**config.mk**
```make
export PLATFORM = sky130hd
export DESIGN_NAME = sswc_top
export DESIGN_NICKNAME = d
export VERILOG_FILES = /design/src/sswc_pkg.sv /design/src/sswc_fan_chan.sv /design/src/sswc_top.sv
export SDC_FILE = /design/constraint.sdc
export NUM_CORES = 1
export LEC_CHECK = 0
export BUFFER_PORTS_ARGS = -buffer_cell sky130_fd_sc_hd__buf_2
export CORE_ASPECT_RATIO = 0.5
export CORE_UTILIZATION = 25
export DETAILED_ROUTE_END_ITERATION = 6
export PLACE_DENSITY_LB_ADDON = 0.12
export SLEW_MARGIN = 20
export SYNTH_ARGS = -nofsm -noshare
export SYNTH_HDL_FRONTEND = slang
export SYNTH_SLANG_ARGS = --single-unit
```
**constraint.sdc**
```tcl
create_clock -name mclk -period 13 [get_ports mclk]
set_input_delay 0.65 -clock mclk [delete_from_list [all_inputs] [get_ports mclk]]
set_output_delay 0.65 -clock mclk [all_outputs]
set_load 0.05 [all_outputs]
```
**src/sswc_pkg.sv**
```systemverilog
// Purpose: Shared constants and types for the sleep-state and wake controller.
// Assumes: A single always-on standby clock at 40 MHz.
// Notes:   All widths and counts are fixed; long counts are overridable at the top.
//
// Overview of operation
// - After AC returns, go to S0 or S5 per restore_mode; RESTORE_LAST picks by the pre-loss on/off state.
// - Fans on in S0 and S1.
// - Fans off in off, S3, S4, S5.
// - Each fan has tachometer closed-loop speed control.
// - Network wake via WAKE#, PME# or onboard LAN.
// - Modem ring wakes from S1 or S3.
// - Ring wakes only when modem interrupt unmasked.
// - USB activity wakes from S1 or S3.
// - PS/2 activity wakes from S1 or S3.
// - PME# wakes S1 to S5 when enabled.
// - WAKE# wakes S1 to S5, unqualified.
// - S3: supply off, LED amber or dark.
// - Permitted wake in S3 returns to working.
// - S5 wake via LAN or PME# off by default.
package sswc_pkg;

    localparam int unsigned CLK_FREQ_HZ    = 40_000_000;
    localparam int unsigned TACH_WIN_MS    = 250;
    localparam int unsigned TACH_WIN_CYC   = (CLK_FREQ_HZ / 1000) * TACH_WIN_MS;
    localparam int unsigned PWM_FREQ_HZ    = 25_000;
    localparam int unsigned PWM_PERIOD_CYC = CLK_FREQ_HZ / PWM_FREQ_HZ;
    localparam int unsigned PWM_STEPS      = 64;
    localparam int unsigned PWM_STEP_CYC   = PWM_PERIOD_CYC / PWM_STEPS;

    localparam int unsigned NUM_FANS     = 3;
    localparam int unsigned NUM_WAKE     = 7;
    localparam int unsigned WIN_W        = 24;
    localparam int unsigned PRE_W        = 5;

    localparam logic [6:0] DUTY_FULL     = 7'h40;
    localparam logic [6:0] DUTY_RST      = 7'h40;
    localparam logic [7:0] TACH_MAX      = 8'hFF;
    localparam logic [7:0] TACH_RST      = 8'h00;
    localparam logic       LAST_ON_RST   = 1'b0;

    // Gray coded along the usual path S0 -> S1 -> S3 -> S4 -> S5 -> mechanical off.
    typedef enum logic [2:0] {
        PS_S0 = 3'h0,
        PS_S1 = 3'h1,
        PS_S3 = 3'h3,
        PS_S4 = 3'h2,
        PS_S5 = 3'h6,
        PS_G3 = 3'h7
    } sswc_pstate_t;

    localparam sswc_pstate_t PS_RST = PS_G3;

    typedef enum logic [1:0] {
        RESTORE_OFF  = 2'h0,
        RESTORE_ON   = 2'h1,
        RESTORE_LAST = 2'h2
    } sswc_restore_t;

    typedef enum logic [1:0] {
        FAN_AUTO = 2'h0,
        FAN_FULL = 2'h1,
        FAN_STOP = 2'h2
    } sswc_fan_mode_t;

    typedef struct packed {
        logic lan_wake;
        logic pme_n;
        logic pcie_wake_n;
        logic ring;
        logic usb_act;
        logic ps2_act;
        logic pwr_btn;
    } sswc_wake_t;

    typedef struct packed {
        logic pme_en;
        logic lan_s5_en;
        logic pme_s5_en;
        logic modem_irq_unmask;
    } sswc_wake_cfg_t;

    typedef struct packed {
        logic         valid;
        sswc_pstate_t target;
    } sswc_cmd_t;

    typedef struct packed {
        sswc_fan_mode_t mode;
        logic [7:0]     target;
    } sswc_fan_cfg_t;

    typedef struct packed {
        logic       pwr;
        logic       pwm;
        logic [7:0] tach_meas;
    } sswc_fan_stat_t;

endpackage

```
**src/sswc_fan_chan.sv**
```systemverilog
// Purpose: One fan channel with on/off switch, PWM drive and tachometer loop.
// Assumes: Tachometer pulses are synchronous to mclk.
// Notes:   The loop moves duty by one step per measuring window.
`timescale 1ns/1ps
module sswc_fan_chan #(
    parameter int unsigned WIN_CYC = sswc_pkg::TACH_WIN_CYC
) (
    input  wire logic                    mclk,
    input  wire logic                    sys_rst,
    input  wire logic                    fan_en,
    input  wire logic                    tach,
    input  wire sswc_pkg::sswc_fan_cfg_t cfg,
    output sswc_pkg::sswc_fan_stat_t     stat
);

    logic [6:0]                    duty_ff;
    logic [5:0]                    step_ff;
    logic [sswc_pkg::PRE_W-1:0]    pre_ff;
    logic [sswc_pkg::WIN_W-1:0]    win_ff;
    logic [7:0]                    tcnt_ff;
    logic [7:0]                    meas_ff;
    logic                          tach_d_ff;
    logic                          pwr_ff;
    logic                          pwm_ff;

    wire pre_end  = (pre_ff == sswc_pkg::PRE_W'(sswc_pkg::PWM_STEP_CYC - 1));
    wire win_end  = (win_ff == sswc_pkg::WIN_W'(WIN_CYC - 1));
    wire tach_re  = tach & ~tach_d_ff;
    wire tcnt_sat = (tcnt_ff == sswc_pkg::TACH_MAX);
    wire too_slow = (meas_ff < cfg.target) && (duty_ff != sswc_pkg::DUTY_FULL);
    wire too_fast = (meas_ff > cfg.target) && (duty_ff != 7'h00);

    // Forced modes override the loop; the loop keeps its duty so AUTO resumes smoothly.
    wire [6:0] eff_duty = (cfg.mode == sswc_pkg::FAN_FULL) ? sswc_pkg::DUTY_FULL :
                          (cfg.mode == sswc_pkg::FAN_STOP) ? 7'h00 : duty_ff;
    wire       nxt_pwr  = fan_en && (eff_duty != 7'h00);
    wire       nxt_pwm  = nxt_pwr && ({1'b0, step_ff} < eff_duty);

    always_ff @(posedge mclk or posedge sys_rst) begin
        if (sys_rst) begin
            pre_ff  <= '0;
            step_ff <= '0;
            win_ff  <= '0;
        end else begin
            pre_ff  <= pre_end ? '0 : pre_ff + 1'b1;
            step_ff <= pre_end ? step_ff + 1'b1 : step_ff;
            win_ff  <= win_end ? '0 : win_ff + 1'b1;
        end
    end

    always_ff @(posedge mclk or posedge sys_rst) begin
        if (sys_rst) begin
            tach_d_ff <= 1'b0;
            tcnt_ff   <= sswc_pkg::TACH_RST;
            meas_ff   <= sswc_pkg::TACH_RST;
        end else begin
            tach_d_ff <= tach;
            if (win_end) begin
                tcnt_ff <= sswc_pkg::TACH_RST;
                meas_ff <= tcnt_ff;
            end else if (tach_re && !tcnt_sat) begin
                tcnt_ff <= tcnt_ff + 1'b1;
            end
        end
    end

    always_ff @(posedge mclk or posedge sys_rst) begin
        if (sys_rst) begin
            duty_ff <= sswc_pkg::DUTY_RST;
        end else if (win_end && fan_en && cfg.mode == sswc_pkg::FAN_AUTO) begin
            if (too_slow) begin
                duty_ff <= duty_ff + 1'b1;
            end else if (too_fast) begin
                duty_ff <= duty_ff - 1'b1;
            end
        end
    end

    always_ff @(posedge mclk or posedge sys_rst) begin
        if (sys_rst) begin
            pwr_ff <= 1'b0;
            pwm_ff <= 1'b0;
        end else begin
            pwr_ff <= nxt_pwr;
            pwm_ff <= nxt_pwm;
        end
    end

    assign stat.pwr       = pwr_ff;
    assign stat.pwm       = pwm_ff;
    assign stat.tach_meas = meas_ff;

endmodule

```
**src/sswc_top.sv**
```systemverilog
// Purpose: Sleep-state tracking, wake qualification, AC-loss restore and fan switching.
// Assumes: Runs from standby power; inputs other than wake sources are synchronous.
// Notes:   A wake always returns to S0; sleep commands are taken only in S0.
`timescale 1ns/1ps
module sswc_top #(
    parameter int unsigned TACH_WIN_CYC = sswc_pkg::TACH_WIN_CYC
) (
    input  wire logic                                        mclk,
    input  wire logic                                        sys_rst,
    input  wire logic                                        ac_ok,
    input  wire sswc_pkg::sswc_restore_t                     restore_mode,
    input  wire sswc_pkg::sswc_cmd_t                         sleep_cmd,
    input  wire sswc_pkg::sswc_wake_t                        wake_in,
    input  wire sswc_pkg::sswc_wake_cfg_t                    wake_cfg,
    input  wire logic                                        wake_src_clr,
    input  wire logic                                        led_dual,
    input  wire logic [sswc_pkg::NUM_FANS-1:0]               fan_tach,
    input  wire sswc_pkg::sswc_fan_cfg_t [sswc_pkg::NUM_FANS-1:0] fan_cfg,
    output sswc_pkg::sswc_pstate_t                           pstate,
    output logic                                             ps_on,
    output logic                                             led_main,
    output logic                                             led_amber,
    output logic                                             wake_req,
    output logic [sswc_pkg::NUM_WAKE-1:0]                    wake_src,
    output sswc_pkg::sswc_fan_stat_t [sswc_pkg::NUM_FANS-1:0] fan_stat
);

    sswc_pkg::sswc_pstate_t         ps_ff;
    sswc_pkg::sswc_pstate_t         nxt_ps;
    sswc_pkg::sswc_wake_t           wake_act;
    sswc_pkg::sswc_wake_t           wake_meta_ff;
    sswc_pkg::sswc_wake_t           wake_sync_ff;
    sswc_pkg::sswc_wake_t           wake_ok;
    logic                           last_on_ff;
    logic                           ps_on_ff;
    logic                           led_main_ff;
    logic                           led_amber_ff;
    logic                           wake_req_ff;
    logic [sswc_pkg::NUM_WAKE-1:0]  wake_src_ff;
    logic                           nxt_last_on;

    // Active-low lines are flipped ahead of the synchroniser so every source
    // reads active high afterwards; the inversion sits before the first flop.
    assign wake_act.lan_wake    = wake_in.lan_wake;
    assign wake_act.pme_n       = ~wake_in.pme_n;
    assign wake_act.pcie_wake_n = ~wake_in.pcie_wake_n;
    assign wake_act.ring        = wake_in.ring;
    assign wake_act.usb_act     = wake_in.usb_act;
    assign wake_act.ps2_act     = wake_in.ps2_act;
    assign wake_act.pwr_btn     = wake_in.pwr_btn;

    always_ff @(posedge mclk or posedge sys_rst) begin
        if (sys_rst) begin
            wake_meta_ff <= '0;
            wake_sync_ff <= '0;
        end else begin
            wake_meta_ff <= wake_act;
            wake_sync_ff <= wake_meta_ff;
        end
    end

    // State decodes.
    wire in_s0    = (ps_ff == sswc_pkg::PS_S0);
    wire in_s1    = (ps_ff == sswc_pkg::PS_S1);
    wire in_s3    = (ps_ff == sswc_pkg::PS_S3);
    wire in_s4    = (ps_ff == sswc_pkg::PS_S4);
    wire in_s5    = (ps_ff == sswc_pkg::PS_S5);
    wire in_g3    = (ps_ff == sswc_pkg::PS_G3);
    wire in_s13   = in_s1 | in_s3;
    wire in_s134  = in_s13 | in_s4;
    wire in_sleep = in_s134 | in_s5;

    // Each source is qualified by the states it may wake from; LAN, PME# and ring are also qualified by their enables.
    // The onboard LAN is one network path; the others reach us as PME# and WAKE#.
    assign wake_ok.lan_wake    = wake_sync_ff.lan_wake &
                                 (in_s134 | (in_s5 & wake_cfg.lan_s5_en));
    assign wake_ok.pme_n       = wake_sync_ff.pme_n & wake_cfg.pme_en &
                                 (in_s134 | (in_s5 & wake_cfg.pme_s5_en));
    assign wake_ok.pcie_wake_n = wake_sync_ff.pcie_wake_n & in_sleep;
    assign wake_ok.ring        = wake_sync_ff.ring & wake_cfg.modem_irq_unmask &
                                 in_s13;
    assign wake_ok.usb_act     = wake_sync_ff.usb_act & in_s13;
    assign wake_ok.ps2_act     = wake_sync_ff.ps2_act & in_s13;
    assign wake_ok.pwr_btn     = wake_sync_ff.pwr_btn & in_sleep;

    wire any_wake = |wake_ok;

    // A sleep command names the target; anything other than a sleep state is ignored.
    wire cmd_sleep = sleep_cmd.valid &&
                     (sleep_cmd.target == sswc_pkg::PS_S1 ||
                      sleep_cmd.target == sswc_pkg::PS_S3 ||
                      sleep_cmd.target == sswc_pkg::PS_S4 ||
                      sleep_cmd.target == sswc_pkg::PS_S5);

    // Power restore choice after a mechanical-off period.
    wire restore_on = (restore_mode == sswc_pkg::RESTORE_ON) ||
                      ((restore_mode == sswc_pkg::RESTORE_LAST) && last_on_ff);

    always_comb begin
        nxt_ps = ps_ff;
        case (ps_ff)
            sswc_pkg::PS_S0: begin
                if (cmd_sleep) begin
                    nxt_ps = sleep_cmd.target;
                end
            end
            sswc_pkg::PS_S1,
            sswc_pkg::PS_S3,
            sswc_pkg::PS_S4,
            sswc_pkg::PS_S5: begin
                if (any_wake) begin
                    nxt_ps = sswc_pkg::PS_S0;
                end
            end
            sswc_pkg::PS_G3: begin
                nxt_ps = restore_on ? sswc_pkg::PS_S0 : sswc_pkg::PS_S5;
            end
            default: begin
                nxt_ps = sswc_pkg::PS_G3;
            end
        endcase
        // Losing AC overrides everything and waits for power to return.
        if (!ac_ok) begin
            nxt_ps = sswc_pkg::PS_G3;
        end
    end

    // Remember on or off while AC is good; during the loss the value is frozen.
    // Any state other than soft-off counts as on, since its context is gone anyway.
    assign nxt_last_on = (ac_ok && !in_g3) ? !in_s5 : last_on_ff;

    always_ff @(posedge mclk or posedge sys_rst) begin
        if (sys_rst) begin
            ps_ff      <= sswc_pkg::PS_RST;
            last_on_ff <= sswc_pkg::LAST_ON_RST;
        end else begin
            ps_ff      <= nxt_ps;
            last_on_ff <= nxt_last_on;
        end
    end

    // Outputs follow the state being entered so they line up with pstate.
    wire nxt_run      = (nxt_ps == sswc_pkg::PS_S0) || (nxt_ps == sswc_pkg::PS_S1);
    wire nxt_s3       = (nxt_ps == sswc_pkg::PS_S3);
    wire nxt_led_main = nxt_run;
    wire nxt_led_amb  = nxt_s3 & led_dual;
    wire nxt_wake     = any_wake & in_sleep & ac_ok;

    // The main supply is off in every sleep state except S1; the supply itself
    // keeps standby only, which we rely on when ps_on drops.
    always_ff @(posedge mclk or posedge sys_rst) begin
        if (sys_rst) begin
            ps_on_ff     <= 1'b0;
            led_main_ff  <= 1'b0;
            led_amber_ff <= 1'b0;
            wake_req_ff  <= 1'b0;
        end else begin
            ps_on_ff     <= nxt_run;
            led_main_ff  <= nxt_led_main;
            led_amber_ff <= nxt_led_amb;
            wake_req_ff  <= nxt_wake;
        end
    end

    // Sticky record of which sources woke the system; a new wake beats a clear.
    wire [sswc_pkg::NUM_WAKE-1:0] wake_hit = nxt_wake ? wake_ok : '0;
    wire [sswc_pkg::NUM_WAKE-1:0] nxt_src  = (wake_src_clr ? '0 : wake_src_ff) | wake_hit;

    always_ff @(posedge mclk or posedge sys_rst) begin
        if (sys_rst) begin
            wake_src_ff <= '0;
        end else begin
            wake_src_ff <= nxt_src;
        end
    end

    // Fans are switched by the state; speed inside S0/S1 is each channel's own loop.
    wire fan_run = in_s0 | in_s1;

    for (genvar i = 0; i < sswc_pkg::NUM_FANS; i++) begin : g_fan
        sswc_fan_chan #(
            .WIN_CYC (TACH_WIN_CYC)
        ) u_fan (
            .mclk    (mclk),
            .sys_rst (sys_rst),
            .fan_en  (fan_run),
            .tach    (fan_tach[i]),
            .cfg     (fan_cfg[i]),
            .stat    (fan_stat[i])
        );
    end

    assign pstate    = ps_ff;
    assign ps_on     = ps_on_ff;
    assign led_main  = led_main_ff;
    assign led_amber = led_amber_ff;
    assign wake_req  = wake_req_ff;
    assign wake_src  = wake_src_ff;

endmodule

```
==> impl_metrics.env <==
export IMPL_fill_cells=4439
export IMPL_fin_cells=1750
export IMPL_wl_per_cell_um=14.2
export IMPL_htreeDepth=1
export IMPL_finalSetupTns_ns=0
export IMPL_cts_buffer_depth=3
export IMPL_yosysSeqAreaShare_pct=48.3
export IMPL_cts_tree="done"
export IMPL_fmax_mhz=290
export IMPL_grt_setup_unrepaired="false"
export IMPL_finalWorstSetupSlack_ns=9.56
export IMPL_hold_path_class="in2async"
export IMPL_drc=0
export IMPL_ys_types=65
export IMPL_fp_coreArea_mm2=0.0426
export IMPL_path_class="reg2reg"
export IMPL_max_slew_worst_pin_slew_ns=0.881
export IMPL_fin_nets=1284
export IMPL_num_rows=53
export IMPL_end_kind="flip-flop"
export IMPL_total_leakage_power_uw=0.00599
export IMPL_dieArea_mm2=0.0447
export IMPL_start_kind="flip-flop"
export IMPL_cts_hold_buffers=0
export IMPL_synth_ff_type="dfrtp_1"
export IMPL_finalHoldViolations=0
export IMPL_grt_max_degree=146
export IMPL_first_iter_violations=251
export IMPL_dp_hpwl_um=17800
export IMPL_drv_cap=0
export IMPL_vias=7821
export IMPL_fin_crit_sh_pct=26.5
export IMPL_dr_pass1_iters=4
export IMPL_cp_max_fo=6
export IMPL_clkSlewWorstSetupHoldPaths_ns=0.06
export IMPL_globalRouteMet2Util_pct=19.8
export IMPL_drive_above_1_share_pct=15.9
export IMPL_cts_sinks=211
export IMPL_postCtsSetupRepairBufs=0
export IMPL_wl_um=24800
export IMPL_io_buffers=98
export IMPL_root_buffer="clkbuf_16"
export IMPL_antenna_left=0
export IMPL_grt_overflow=0
export IMPL_syn_to_final_growth_pct=17.6
export IMPL_die_h_um=150
export IMPL_clock_latency_ns=0.52
export IMPL_synth_commonest_cells="dfrtp_1 (205), nand2_1 (97), nor2_1 (94), ha_1 (69), xnor2_1 (59)"
export IMPL_ir_drop_mv=0.0793
export IMPL_track_usage_pct=11.3
export IMPL_die_w_um=298
export IMPL_whs_ns=0.193
export IMPL_yosysTopAreaCell="dfrtp_1"
export IMPL_cp_required_ns=13.45
export IMPL_grt_busiest_layer="met2"
export IMPL_run_status="complete, no violations"
export IMPL_fin_crit_ns=3.44
export IMPL_synth_top_cell_area_share_pct=46.8
export IMPL_antenna_found_initial=0
export IMPL_slew_headroom_pct=41.3
export IMPL_grt_pass1_vias=8113
export IMPL_initial_core_util_pct=25.7
export IMPL_power_uw=1550
export IMPL_grt_pass1_wl_um=41500
export IMPL_async_flop_share_pct=100
export IMPL_ios=99
export IMPL_syn_area_mm2=0.0110
export IMPL_ys_top_cells_by_area="dfrtp_1 (47%), ha_1 (7.9%), xnor2_1 (4.7%)"
export IMPL_synth_seq_cells=211
export IMPL_post_cts_resized=0
export IMPL_grt_met1_usage_pct=14.4
export IMPL_syn_nets=1179
export IMPL_synth_cells=1052
export IMPL_grtUsageMet3_pct=2.08
export IMPL_gp_congestion=0.748
export IMPL_setup_viol=0
export IMPL_yosysMostFrequentCell="dfrtp_1"
export IMPL_avgSynthCellArea_um2=10.4
export IMPL_p_per_area_mw_per_mm2=121
export IMPL_yosys_warnings=0
export IMPL_arrival_ns=3.89
export IMPL_place_inst=1709
export IMPL_finClkSkew_ns=0.00779
export IMPL_cts_made_buffers=23
export IMPL_synth_edff_count=0
export IMPL_final_max_slew_violation_count=0
export IMPL_n_antenna_cell=0
export IMPL_vias_per_cell=4.47
export IMPL_place_ws_ns=9.19
sequential cells by signal (all words and copies together) (netlist names):
register / count
g_fan.u_fan.tach_d_ff: 3
wake_src: 7
g_fan.u_fan.pwm_ff: 3
wake_meta_ff: 7
g_fan.u_fan.duty_ff: 21
g_fan.u_fan.meas_ff: 24
last_on_ff: 1
g_fan.u_fan.step_ff: 18
wake_req: 1
wake_sync_ff: 7
led_amber: 1
g_fan.u_fan.pre_ff: 15
g_fan.u_fan.tcnt_ff: 24
g_fan.u_fan.win_ff: 72
led_main: 1
g_fan.u_fan.pwr_ff: 3
pstate: 3
kinds of logic after synthesis:
kind of cell / after synthesis / synth area share, %
mux: 40 / 3.99
simple gates: 396 / 18.7
fa+ha+maj: 72 / 8.43
flops: 211 / 48.3
buf+inv: 75 / 2.84
compound gates: 145 / 8.69
xor+xnor: 113 / 9.04
metrics by stage:
step | area [um^2] | util [%]
2_1_floorplan | 11000 | -
4_1_cts | 12900 | 30.2
5_1_grt | 12900 | 30.3
3_3_place_gp | 12100 | 28.4
6_report | 12900 | 30.3
3_5_place_dp | 12100 | 28.4
where the power goes:
| part | internal (uW) | switching, uW | leakage, uW | total (uW) |
|---|---|---|---|---|
| clock | 417 | 274 | 0.000383 | 691 |
| sequential | 692 | 44.1 | 0.00276 | 736 |
| combinational | 47.0 | 79.6 | 0.00285 | 127 |
| total | 1160 | 397 | 0.00599 | 1550 |
worst max-delay path, cell delays in order, from the launching register on:
cell      delay [ns]
dfrtp_1         0.41
ha_1            0.32
a21oi_1         0.20
o21ai_0         0.27
nor2_1          0.30
nand2_1         0.25
ha_1            0.44
a211oi_1        0.10
o21bai_1        0.15
a21oi_1         0.13
or4b_1          0.52
o211ai_1        0.17
o31ai_1         0.09
per-layer routing:
metal	part of all wire, %	vias to the layer above
met3	2.8	35
met1	46	3812
li1	-	3912
met4	2.0	0
met5	0	-
met2	49	62
final timing paths:
kind	startpoint	to	slack [ns]	depth (start not counted)
min in group mclk	wake_in[6]	wake_meta_ff[6]	0.23	1
max in group asynchronous	sys_rst	g_fan[2].u_fan.win_ff[15]	11.31	3
min	sys_rst	wake_src[1]	0.19	2
max	g_fan[0].u_fan.meas_ff[7]	g_fan[0].u_fan.duty_ff[6]	9.56	12
max reg2reg	g_fan[0].u_fan.meas_ff[7]	g_fan[0].u_fan.duty_ff[6]	9.56	12
min reg2reg	wake_meta_ff[5]	wake_sync_ff[5]	0.35	0
layout by cell type (no fill, tap or decap), types with 5 or more instances in the layout:
cell type  count
a211oi_1       7
a21o_1        10
a21oi_1       35
a22o_1         6
a31oi_1        7
and2_1         5
and3_1        20
and4_1         9
buf_2         98
buf_4          5
clkbuf_1       7
clkbuf_16     23
dfrtp_1      205
dfstp_2        6
ha_1          69
inv_1         51
mux2_2        29
mux2i_1       11
nand2_1       97
nand2b_1      13
nand3_1       39
nand3b_1       5
nand4_1       30
nor2_1        94
nor2b_1       19
nor3_1        13
nor4_1         9
nor4b_1        5
o21a_1         7
o21ai_0       33
o21bai_1       8
o31ai_1        5
or3_1          8
xnor2_1       59
xor2_1        54
cell type report:
type / count / area, um^2 / share of cell area, %
sequential: 211 / 5290 / 41.0
multi-input combinational: 766 / 5360 / 41.6
tap: 577 / 722 / 5.60
clock inverter: 9 / 149 / 1.16
clock buffer: 32 / 629 / 4.89
timing repair buffer: 103 / 528 / 4.10
inverter: 52 / 208 / 1.61
No activity file was read; power rests on OpenSTA's default activity.
